<file path="src/hw/hsr_pkg.sv">
// Constants, field layouts and carrier types of the live-insertion controller status register bank
package hsr_pkg;

    // Register indices; only the low address bits select a register
    localparam int ADDR_SEL_W = 3;
    localparam logic [ADDR_SEL_W-1:0] REG_SYSTEM_STATUS = 3'h2;
    localparam logic [ADDR_SEL_W-1:0] REG_FAULT_LOG = 3'h3;
    localparam logic [ADDR_SEL_W-1:0] REG_CURRENT_SENSE = 3'h4;
    localparam logic [ADDR_SEL_W-1:0] REG_OUTPUT_VOLTAGE = 3'h5;
    localparam logic [ADDR_SEL_W-1:0] REG_AUX_INPUT = 3'h6;

    // System status bit positions
    localparam int ST_FET_ON = 7;
    localparam int ST_GPIO_LEVEL = 6;
    localparam int ST_FET_SHORT = 5;
    localparam int ST_BOARD_PRESENT = 4;
    localparam int ST_POWER_BAD = 3;
    localparam int ST_OVERCURRENT = 2;
    localparam int ST_UNDERVOLTAGE = 1;
    localparam int ST_OVERVOLTAGE = 0;

    // Fault log bit positions; bits 7:6 reserved
    localparam int FAULT_W = 6;
    localparam int FL_FET_SHORT = 5;
    localparam int FL_BOARD_CHANGE = 4;
    localparam int FL_POWER_BAD = 3;
    localparam int FL_OVERCURRENT = 2;
    localparam int FL_UNDERVOLTAGE = 1;
    localparam int FL_OVERVOLTAGE = 0;

    // Reset values
    localparam logic [FAULT_W-1:0] FAULT_RESET = 6'h00;
    localparam logic [7:0] SAMPLE_RESET = 8'h00;
    localparam logic [7:0] READ_DATA_RESET = 8'h00;
    localparam logic [7:0] UNMAPPED_READ = 8'h00;

    // ADC scaling
    localparam int SENSE_LSB_UV = 300;
    localparam int SENSE_FULL_SCALE_UV = 76800;
    localparam int OUTPUT_LSB_MV = 400;
    localparam int OUTPUT_FULL_SCALE_MV = 102400;
    localparam int AUX_LSB_MV = 10;
    localparam int AUX_FULL_SCALE_MV = 2560;
    localparam int SHORT_THRESH_UV = 2000;
    // Code strictly above this means more than the threshold voltage
    localparam logic [7:0] SHORT_THRESH_CODE = 8'(SHORT_THRESH_UV / SENSE_LSB_UV);

    // ADC channel codes
    localparam logic [1:0] CH_CURRENT_SENSE = 2'h0;
    localparam logic [1:0] CH_OUTPUT_VOLTAGE = 2'h1;
    localparam logic [1:0] CH_AUX_INPUT = 2'h2;

    // Timing
    localparam int CLOCK_PERIOD_PS = 25000;
    localparam int CONV_INTERVAL_NS = 10000;
    localparam int CONV_INTERVAL_CYC = (CONV_INTERVAL_NS * 1000) / CLOCK_PERIOD_PS;
    localparam int CONV_DIV_W = 9;
    localparam logic [CONV_DIV_W-1:0] CONV_DIV_LAST = CONV_DIV_W'(CONV_INTERVAL_CYC - 1);
    // Edges after reset before logging: two synchroniser stages plus one level load
    localparam logic [1:0] ARM_LAST = 2'h3;

    typedef enum logic [0:0] {CONV_WAIT, CONV_BUSY} hsr_conv_state_t;

    // Condition inputs, all from outside the clock domain
    typedef struct packed {
        logic fet_on;
        logic gpio_level;
        logic board_present_pin;
        logic power_good_feedback;
        logic undervoltage_input;
        logic overvoltage_input;
        logic oc_cooldown;
    } hsr_pins_t;

    localparam int PIN_W = $bits(hsr_pins_t);

    // Levels kept to find the edges that log faults
    typedef struct packed {
        logic fet_short;
        logic board_present_pin;
        logic power_good_feedback;
        logic undervoltage_input;
        logic overvoltage_input;
        logic oc_cooldown;
    } hsr_levels_t;

    // Register access from the serial engine
    typedef struct packed {
        logic rd;
        logic wr;
        logic [7:0] addr;
        logic [7:0] wdata;
    } hsr_reg_req_t;

endpackage

</file>
<file path="src/hw/hsr_sync.sv">
// Two-flop synchroniser for a vector of independent levels
module hsr_sync #(
    parameter int W = 1
) (
    input wire logic clock, // System clock
    input wire logic rst_n, // Asynchronous reset, active low
    input wire logic [W-1:0] d, // Asynchronous levels
    output logic [W-1:0] q // Synchronised levels
);
    typedef struct packed {
        logic [W-1:0] meta;
        logic [W-1:0] stable;
    } hsr_sync_st_t;

    hsr_sync_st_t st_r;
    hsr_sync_st_t st_nxt;

    always_comb
    begin
        st_nxt = st_r;
        st_nxt.meta = d;
        st_nxt.stable = st_r.meta;
    end

    always_ff @(posedge clock or negedge rst_n)
    begin
        if (!rst_n)
        begin
            st_r <= '0;
        end
        else
        begin
            st_r <= st_nxt;
        end
    end

    assign q = st_r.stable;
endmodule // hsr_sync

</file>
<file path="src/hw/hsr_sample_reg.sv">
// One ADC result register, loaded by conversions or by the host in test mode
module hsr_sample_reg (
    input wire logic clock, // System clock
    input wire logic rst_n, // Asynchronous reset, active low
    input wire logic host_wr, // Qualified host write
    input wire logic [7:0] host_data, // Host write data
    input wire logic conv_load, // Qualified conversion result
    input wire logic [7:0] conv_data, // Conversion code
    output logic [7:0] value // Stored code
);
    import hsr_pkg::*;

    typedef struct packed {
        logic [7:0] value;
    } hsr_sample_st_t;

    hsr_sample_st_t st_r;
    hsr_sample_st_t st_nxt;

    always_comb
    begin
        st_nxt = st_r;
        if (host_wr)
        begin
            st_nxt.value = host_data;
        end
        else if (conv_load)
        begin
            st_nxt.value = conv_data;
        end
    end

    always_ff @(posedge clock or negedge rst_n)
    begin
        if (!rst_n)
        begin
            st_r.value <= SAMPLE_RESET;
        end
        else
        begin
            st_r <= st_nxt;
        end
    end

    assign value = st_r.value;
endmodule // hsr_sample_reg

</file>
<file path="src/hw/hsr_regs.sv">
// Status, fault log and ADC result register bank of the live-insertion power controller
module hsr_regs (
    input wire logic CLOCK, // System clock, 40 MHz
    input wire logic RST_N, // Asynchronous reset, active low
    input wire hsr_pkg::hsr_pins_t HSR_PINS, // Condition pins, asynchronous
    input wire hsr_pkg::hsr_reg_req_t REG_REQ, // Register access from serial engine
    output logic [7:0] RD_DATA, // Read data, registered
    output logic RD_VALID, // Read data valid pulse
    output logic RD_HIT, // Read address belongs to this bank
    input wire logic TEST_MODE_BIT, // Test mode from control register
    input wire logic [5:0] ALERT_ENABLE, // Alert enables from alert register
    output logic ALERT_O, // Alert pin output level, always low
    output logic ALERT_OE, // Alert pin pull-down enable
    output logic ADC_START, // Start one conversion, pulse
    output logic [1:0] ADC_CHANNEL, // Channel of the conversion
    input wire logic ADC_DONE, // Conversion finished, pulse
    input wire logic [7:0] ADC_RESULT // Conversion code
);
    import hsr_pkg::*;

    typedef struct packed {
        logic [1:0] arm;
        hsr_levels_t prev;
        logic [FAULT_W-1:0] fault;
        logic alert;
        logic [7:0] rd_data;
        logic rd_valid;
        logic rd_hit;
        hsr_conv_state_t conv;
        logic [CONV_DIV_W-1:0] div;
        logic [1:0] chan;
        logic adc_start;
    } hsr_top_st_t;

    hsr_top_st_t st_r;
    hsr_top_st_t st_nxt;

    logic [PIN_W-1:0] pin_sync_q;
    hsr_pins_t pins;
    hsr_levels_t now;
    logic [7:0] status;
    logic [FAULT_W-1:0] events;
    logic [FAULT_W-1:0] fault_base;
    logic [ADDR_SEL_W-1:0] sel;
    logic host_wr_sense;
    logic host_wr_output;
    logic host_wr_aux;
    logic conv_result;
    logic [7:0] sense_code;
    logic [7:0] output_code;
    logic [7:0] aux_code;

    hsr_sync #(
        .W(PIN_W)
    ) u_pin_sync (
        .clock(CLOCK),
        .rst_n(RST_N),
        .d(PIN_W'(HSR_PINS)),
        .q(pin_sync_q)
    );

    assign pins = hsr_pins_t'(pin_sync_q);

    // Register select from low address bits only
    // low bits decode
    assign sel = REG_REQ.addr[ADDR_SEL_W-1:0];

    // Result writes gated by test mode
    // test mode gate
    assign host_wr_sense = REG_REQ.wr && TEST_MODE_BIT && (sel == REG_CURRENT_SENSE);
    assign host_wr_output = REG_REQ.wr && TEST_MODE_BIT && (sel == REG_OUTPUT_VOLTAGE);
    assign host_wr_aux = REG_REQ.wr && TEST_MODE_BIT && (sel == REG_AUX_INPUT);

    // Result lost if test mode comes on mid-conversion
    // halt discards results
    assign conv_result = (st_r.conv == CONV_BUSY) && ADC_DONE && !TEST_MODE_BIT;

    hsr_sample_reg u_current_sense_sample (
        .clock(CLOCK),
        .rst_n(RST_N),
        .host_wr(host_wr_sense),
        .host_data(REG_REQ.wdata),
        .conv_load(conv_result && (st_r.chan == CH_CURRENT_SENSE)),
        .conv_data(ADC_RESULT),
        .value(sense_code)
    );

    hsr_sample_reg u_output_voltage_sample (
        .clock(CLOCK),
        .rst_n(RST_N),
        .host_wr(host_wr_output),
        .host_data(REG_REQ.wdata),
        .conv_load(conv_result && (st_r.chan == CH_OUTPUT_VOLTAGE)),
        .conv_data(ADC_RESULT),
        .value(output_code)
    );

    hsr_sample_reg u_aux_input_sample (
        .clock(CLOCK),
        .rst_n(RST_N),
        .host_wr(host_wr_aux),
        .host_data(REG_REQ.wdata),
        .conv_load(conv_result && (st_r.chan == CH_AUX_INPUT)),
        .conv_data(ADC_RESULT),
        .value(aux_code)
    );

    // Present levels, shared by status and edge logging
    always_comb
    begin
        now = '0;
        now.fet_short = !pins.fet_on && (sense_code > SHORT_THRESH_CODE);
        now.board_present_pin = pins.board_present_pin;
        now.power_good_feedback = pins.power_good_feedback;
        now.undervoltage_input = pins.undervoltage_input;
        now.overvoltage_input = pins.overvoltage_input;
        now.oc_cooldown = pins.oc_cooldown;
    end

    // Live status word
    always_comb
    begin
        status = 8'h00;
        status[ST_FET_ON] = pins.fet_on;
        status[ST_GPIO_LEVEL] = pins.gpio_level;
        status[ST_FET_SHORT] = now.fet_short;
        status[ST_BOARD_PRESENT] = !pins.board_present_pin;
        status[ST_POWER_BAD] = !pins.power_good_feedback;
        status[ST_OVERCURRENT] = pins.oc_cooldown;
        status[ST_UNDERVOLTAGE] = !pins.undervoltage_input;
        status[ST_OVERVOLTAGE] = pins.overvoltage_input;
    end

    // Edge events; held off until real pin levels have reached prev
    // Synchroniser resets to zero, so a high pin would otherwise log a false edge
    always_comb
    begin
        events = '0;
        if (st_r.arm == ARM_LAST)
        begin
            events[FL_FET_SHORT] = now.fet_short && !st_r.prev.fet_short;
            events[FL_BOARD_CHANGE] = now.board_present_pin != st_r.prev.board_present_pin;
            events[FL_POWER_BAD] = !now.power_good_feedback && st_r.prev.power_good_feedback;
            events[FL_OVERCURRENT] = now.oc_cooldown && !st_r.prev.oc_cooldown;
            events[FL_UNDERVOLTAGE] = !now.undervoltage_input && st_r.prev.undervoltage_input;
            events[FL_OVERVOLTAGE] = now.overvoltage_input && !st_r.prev.overvoltage_input;
        end
    end

    // Host write replaces the log; new events are ORed on top so they win
    always_comb
    begin
        fault_base = st_r.fault;
        if (REG_REQ.wr && (sel == REG_FAULT_LOG))
        begin
            fault_base = REG_REQ.wdata[FAULT_W-1:0];
        end
    end

    always_comb
    begin
        st_nxt = st_r;
        if (st_r.arm != ARM_LAST)
        begin
            st_nxt.arm = st_r.arm + 2'h1;
        end
        st_nxt.prev = now;
        st_nxt.adc_start = 1'b0;
        st_nxt.rd_valid = 1'b0;

        st_nxt.fault = fault_base | events;

        st_nxt.alert = |(st_nxt.fault & ALERT_ENABLE);

        // Read snapshot; writes to status fall through unused
        // status read only
        if (REG_REQ.rd)
        begin
            st_nxt.rd_valid = 1'b1;
            st_nxt.rd_hit = 1'b1;
            case (sel)
                REG_SYSTEM_STATUS: st_nxt.rd_data = status;
                REG_FAULT_LOG: st_nxt.rd_data = {{(8 - FAULT_W){1'b0}}, st_r.fault};
                REG_CURRENT_SENSE: st_nxt.rd_data = sense_code;
                REG_OUTPUT_VOLTAGE: st_nxt.rd_data = output_code;
                REG_AUX_INPUT: st_nxt.rd_data = aux_code;
                default:
                begin
                    st_nxt.rd_data = UNMAPPED_READ;
                    st_nxt.rd_hit = 1'b0;
                end
            endcase
        end

        // Free-running conversion sequencer over the three channels
        // self-timed refresh
        case (st_r.conv)
            CONV_WAIT:
            begin
                // Divider parked, so the first result after test mode is a full interval away
                if (TEST_MODE_BIT)
                begin
                    st_nxt.div = '0;
                end
                else if (st_r.div == CONV_DIV_LAST)
                begin
                    st_nxt.div = '0;
                    st_nxt.adc_start = 1'b1;
                    st_nxt.conv = CONV_BUSY;
                end
                else
                begin
                    st_nxt.div = st_r.div + 1'b1;
                end
            end
            CONV_BUSY:
            begin
                // Channel advances even for a discarded result, keeping the order fixed
                if (ADC_DONE)
                begin
                    st_nxt.conv = CONV_WAIT;
                    if (st_r.chan == CH_AUX_INPUT)
                    begin
                        st_nxt.chan = CH_CURRENT_SENSE;
                    end
                    else
                    begin
                        st_nxt.chan = st_r.chan + 1'b1;
                    end
                end
            end
            default:
            begin
                st_nxt.conv = CONV_WAIT;
            end
        endcase
    end

    always_ff @(posedge CLOCK or negedge RST_N)
    begin
        if (!RST_N)
        begin
            st_r.arm <= 2'h0;
            st_r.prev <= '0;
            st_r.fault <= FAULT_RESET;
            st_r.alert <= 1'b0;
            st_r.rd_data <= READ_DATA_RESET;
            st_r.rd_valid <= 1'b0;
            st_r.rd_hit <= 1'b0;
            st_r.conv <= CONV_WAIT;
            st_r.div <= '0;
            st_r.chan <= CH_CURRENT_SENSE;
            st_r.adc_start <= 1'b0;
        end
        else
        begin
            st_r <= st_nxt;
        end
    end

    assign RD_DATA = st_r.rd_data;
    assign RD_VALID = st_r.rd_valid;
    assign RD_HIT = st_r.rd_hit;
    // Open drain: only ever pulls low
    assign ALERT_O = 1'b0;
    assign ALERT_OE = st_r.alert;
    assign ADC_START = st_r.adc_start;
    assign ADC_CHANNEL = st_r.chan;
endmodule // hsr_regs

</file>
<file path="config.mk">
export PLATFORM = sky130hd
export DESIGN_NAME = hsr_regs
export DESIGN_NICKNAME = d
export VERILOG_FILES = /design/src/hw/hsr_pkg.sv /design/src/hw/hsr_sync.sv /design/src/hw/hsr_sample_reg.sv /design/src/hw/hsr_regs.sv
export SDC_FILE = /design/constraint.sdc
export NUM_CORES = 1
export LEC_CHECK = 0
export BUFFER_PORTS_ARGS = -buffer_cell sky130_fd_sc_hd__buf_2
export CELL_PAD_IN_SITES_DETAIL_PLACEMENT = 0
export CELL_PAD_IN_SITES_GLOBAL_PLACEMENT = 1
export CORE_MARGIN = 4
export CORE_UTILIZATION = 35
export DETAILED_ROUTE_END_ITERATION = 12
export PLACE_DENSITY_LB_ADDON = 0.1
export SLEW_MARGIN = 20
export SYNTH_ARGS = -nofsm -noshare
export SYNTH_HDL_FRONTEND = slang
export SYNTH_SLANG_ARGS = --single-unit
</file>
<file path="constraint.sdc">
create_clock -name CLOCK -period 2.6 [get_ports CLOCK]
set_input_delay 0.13 -clock CLOCK [delete_from_list [all_inputs] [get_ports CLOCK]]
set_output_delay 0.13 -clock CLOCK [all_outputs]
set_load 0.01 [all_outputs]
</file>
==> summary.txt <==
Placer congestion estimate -> 0.780
Arrival @ worst endpoint -> 2.02 ns
Number of nets produced by synthesis -> 376
Final sum of negative setup slack -> 0 ns
Kind of critical path -> flip-flop to flip-flop
Most common cell in the synthesized netlist -> sky130_fd_sc_hd__dfrtp_1
Initial standard-cell utilization of the core -> 36.2%
Ratio of total power to cell area -> 627 mW/mm^2
Syn-to-layout area delta -> 17.5%
Clock sink total -> 76
Cell taking the most area after synthesis -> sky130_fd_sc_hd__dfrtp_1
Total of buffers placed on input and output ports -> 51
Overflow after GRT -> 0
Post-synth ARST share -> 100%
HPWL after detailed placement -> 5960 um
Switch Pwr -> 727 uW
Rel. slew slack -> 52.3%
Maximum count of clock buffers along a single path -> 2
Post-CTS setup repair buffer count -> 0
RSZ-0062 raised after global routing -> no
Root Driver -> sky130_fd_sc_hd__clkbuf_8
Top cell types by occurrence after synthesis -> sky130_fd_sc_hd__dfrtp_1 (76), sky130_fd_sc_hd__mux2i_1 (35), sky130_fd_sc_hd__nand2_1 (28), sky130_fd_sc_hd__nor2_1 (28), sky130_fd_sc_hd__a21oi_1 (26)
Die ar. -> 0.0118 mm^2
Final worst-path cycle share -> 68.6%
Number of design rule violations left after detail routing -> 0
Hold Crit Class -> primary input to flip-flop
Pins over their slew limit -> 0
Final #Nets -> 429
Clock-pin slew reported for the worst setup and hold paths after clock tree synthesis -> 0.08 ns
Antenna cells -> 0
Reg power frac -> 53.6%
Placed standard-cell area -> 0.00388 mm^2
Top_reg_cell synth -> sky130_fd_sc_hd__dfrtp_1
Maximum net fanout on the critical path -> 8
Relative contribution of combinational cells to total power -> 14.3%
Final setup violation count -> 0
Number of buffers inserted during clock tree synthesis -> 9
Time the final worst path needs with I/O delays and setup -> 1.78 ns
Synth Instances -> 331
Number of placed I/O pins -> 58
Maximum capacitance violations -> 0
Portion of synthesized cell area occupied by the leading cell type -> 53.5%
Detailed Routing Iterations Pass 1 -> 4
Internal power -> 1890 uW
Result of the run -> finished clean
Flip-flop and latch count after synthesis -> 76
Ratio of cells with drive above 1 in the final layout -> 21.6%
Wire length per cell -> 16.2 um
Floorplan core area -> 0.00982 mm^2
Vias after detailed routing -> 2582
Netlist Area Pre-Place -> 0.00355 mm^2
Total number of placement rows -> 36
Total non-filler cell area in the finished layout -> 0.00418 mm^2
Routed Wire Length -> 8440 um
Cell types with the largest area share after synthesis -> sky130_fd_sc_hd__dfrtp_1 (54%), sky130_fd_sc_hd__mux2i_1 (9.9%), sky130_fd_sc_hd__a21oi_1 (3.7%), sky130_fd_sc_hd__nand2_1 (3.0%), sky130_fd_sc_hd__nor2_1 (3.0%)
Number of DRC markers in iteration 0 -> 99
Number of unique standard cell types used by synthesis -> 49
CTS tree -> done
Via/cell ratio -> 4.95
Number of antenna-violating nets in the routed design -> 0
Synth Area per Inst -> 10.7 um^2
Clock share of power -> 32.1%
Number of H-tree branching levels -> 3
Horizontal die dimension -> 109 um
Fmax -> 561 MHz
First-pass GRT wire length -> 13600 um
Switching part of the total power -> 27.8%
Via count of the first global-routing pass -> 2567
Pin count of the biggest net entering global routing -> 77
Height of the die -> 109 um
Count of final hold-check violations -> 0
Startpoint type of the worst setup path -> flip-flop
Yosys Warn Count -> 0
Antenna violations before repair -> 0
Maximum clock skew at final layout -> 0.0117 ns
Lkg Pwr -> 0.00195 uW
Sequential element share of the synthesized area -> 53.5%
Total routing resource utilization after global routing -> 15.4%
Number of gates given a new drive strength after cts -> 0
Critical Path RT -> 2.84 ns
Worst skew pair latency -> 0.35 ns
Slew @ Worst Pin -> 0.715 ns
Worst vdd ir -> 0.291 mV
Nature of the critical path endpoint -> flip-flop
Count of flip-flops with a built-in enable after synthesis -> 0
-- final timing paths --
path	startpoint	endpoint	slack, ns	cells past startpoint
min in group asynchronous	RST_N	u_current_sense_sample.value[4]$_DFFE_PN0P_	0.38	2
min	REG_REQ[7]	u_current_sense_sample.value[7]$_DFFE_PN0P_	0.01	3
min reg2reg	u_pin_sync.st_nxt[3]$_DFF_PN0_	u_pin_sync.q[3]$_DFF_PN0_	0.35	0
max reg2reg	st_r[12]$_DFF_PN0_	u_aux_input_sample.value[3]$_DFFE_PN0P_	0.82	4
max in group asynchronous	RST_N	u_aux_input_sample.value[4]$_DFFE_PN0P_	1.73	2
max	st_r[12]$_DFF_PN0_	u_aux_input_sample.value[3]$_DFFE_PN0P_	0.82	4
-- what timing repair did --
action / 4_1_cts / 5_1_grt
endpoints found under the hold margin: 85 / 0
hold buffers: 10 / 0
endpoints found under the setup margin: 0 / 0
-- registers in the layout (all words and copies together), names as in the netlist --
name,count
u_output_voltage_sample.value,8
u_current_sense_sample.value,8
u_pin_sync.st_nxt,7
st_r,24
RD_VALID,1
RD_HIT,1
ADC_START,1
RD_DATA,8
ALERT_OE,1
u_pin_sync.q,7
u_aux_input_sample.value,8
ADC_CHANNEL,2
-- metal layers --
layer,track usage [%],wire (um)
met1,19.6,3820
met2,24.8,4110
met3,4.20,331
met4,5.95,170
met5,0,0
-- power groups by stage --
stage                     Combinational (uW)  Sequential [uW]  Clock, uW
final                                    374             1400        842
after global routing                     427             1420        929
after CTS                                384             1410        885
after detailed placement                 373             1430          0
after global placement                   366             1430          0
after floorplan                          255             1390          0
-- cell type report --
type | instances | area (um^2)
fillers | 1013 | 5640
flip-flops and latches | 76 | 1900
multi-input cells | 218 | 1470
repair buffers | 67 | 407
well taps | 133 | 166
clock buffers | 11 | 151
inverters | 12 | 45.0
clock inverters | 5 | 35.0
-- layout by cell type, fill, tap and decap left out, types with 5 or more instances in the layout --
master                           n
sky130_fd_sc_hd__nor3_1          5
sky130_fd_sc_hd__dlygate4sd3_1  10
sky130_fd_sc_hd__buf_4           6
sky130_fd_sc_hd__nand2_1        28
sky130_fd_sc_hd__nor2_1         28
sky130_fd_sc_hd__mux2i_1        35
sky130_fd_sc_hd__o21ai_0        17
sky130_fd_sc_hd__mux2_2          7
sky130_fd_sc_hd__dfrtp_1        76
sky130_fd_sc_hd__nor2b_1         6
sky130_fd_sc_hd__o22ai_1         8
sky130_fd_sc_hd__inv_1          12
sky130_fd_sc_hd__clkbuf_8       11
sky130_fd_sc_hd__a21oi_1        26
sky130_fd_sc_hd__buf_2          50
sky130_fd_sc_hd__nand3b_1        5
-- cell families (layout without fill, tap and decap cells) --
| kind of cell | count (synthesis) | after routing | share of synthesized area (%) |
|---|---|---|---|
| flops | 76 | 76 | 53.5 |
| xor+xnor | 6 | 6 | 1.48 |
| buf+inv | 37 | 95 | 5.32 |
| mux | 43 | 43 | 12.4 |
| simple gates | 95 | 95 | 14.1 |
| fa+ha+maj | 2 | 2 | 0.704 |
| compound gates | 71 | 71 | 12.4 |
| other cells | 1 | 1 | 0.106 |
-- critical path, cell delays in order (launching register included) --
cell	delay (ns)
sky130_fd_sc_hd__dfrtp_1	0.35
sky130_fd_sc_hd__nand2_1	0.13
sky130_fd_sc_hd__or4b_2	0.88
sky130_fd_sc_hd__mux2i_1	0.22
sky130_fd_sc_hd__a21oi_1	0.08
-- metrics by stage --
step / util [%] / power (uW) / hold slack [ns] / instances / worst slack [ns]
floorplan: - / 1650 / -0.166 / 331 / 0.973
global placement: 39.6 / 1790 / 0.238 / 496 / 0.727
detailed placement: 39.6 / 1800 / 0.239 / 496 / 0.719
CTS: 42.5 / 2680 / 0.000915 / 522 / 0.808
global route: 42.5 / 2780 / 0.0225 / 522 / 0.705
finish: 42.5 / 2620 / 0.0143 / 522 / 0.817
Note: power is estimated with default switching activity, not from simulation.
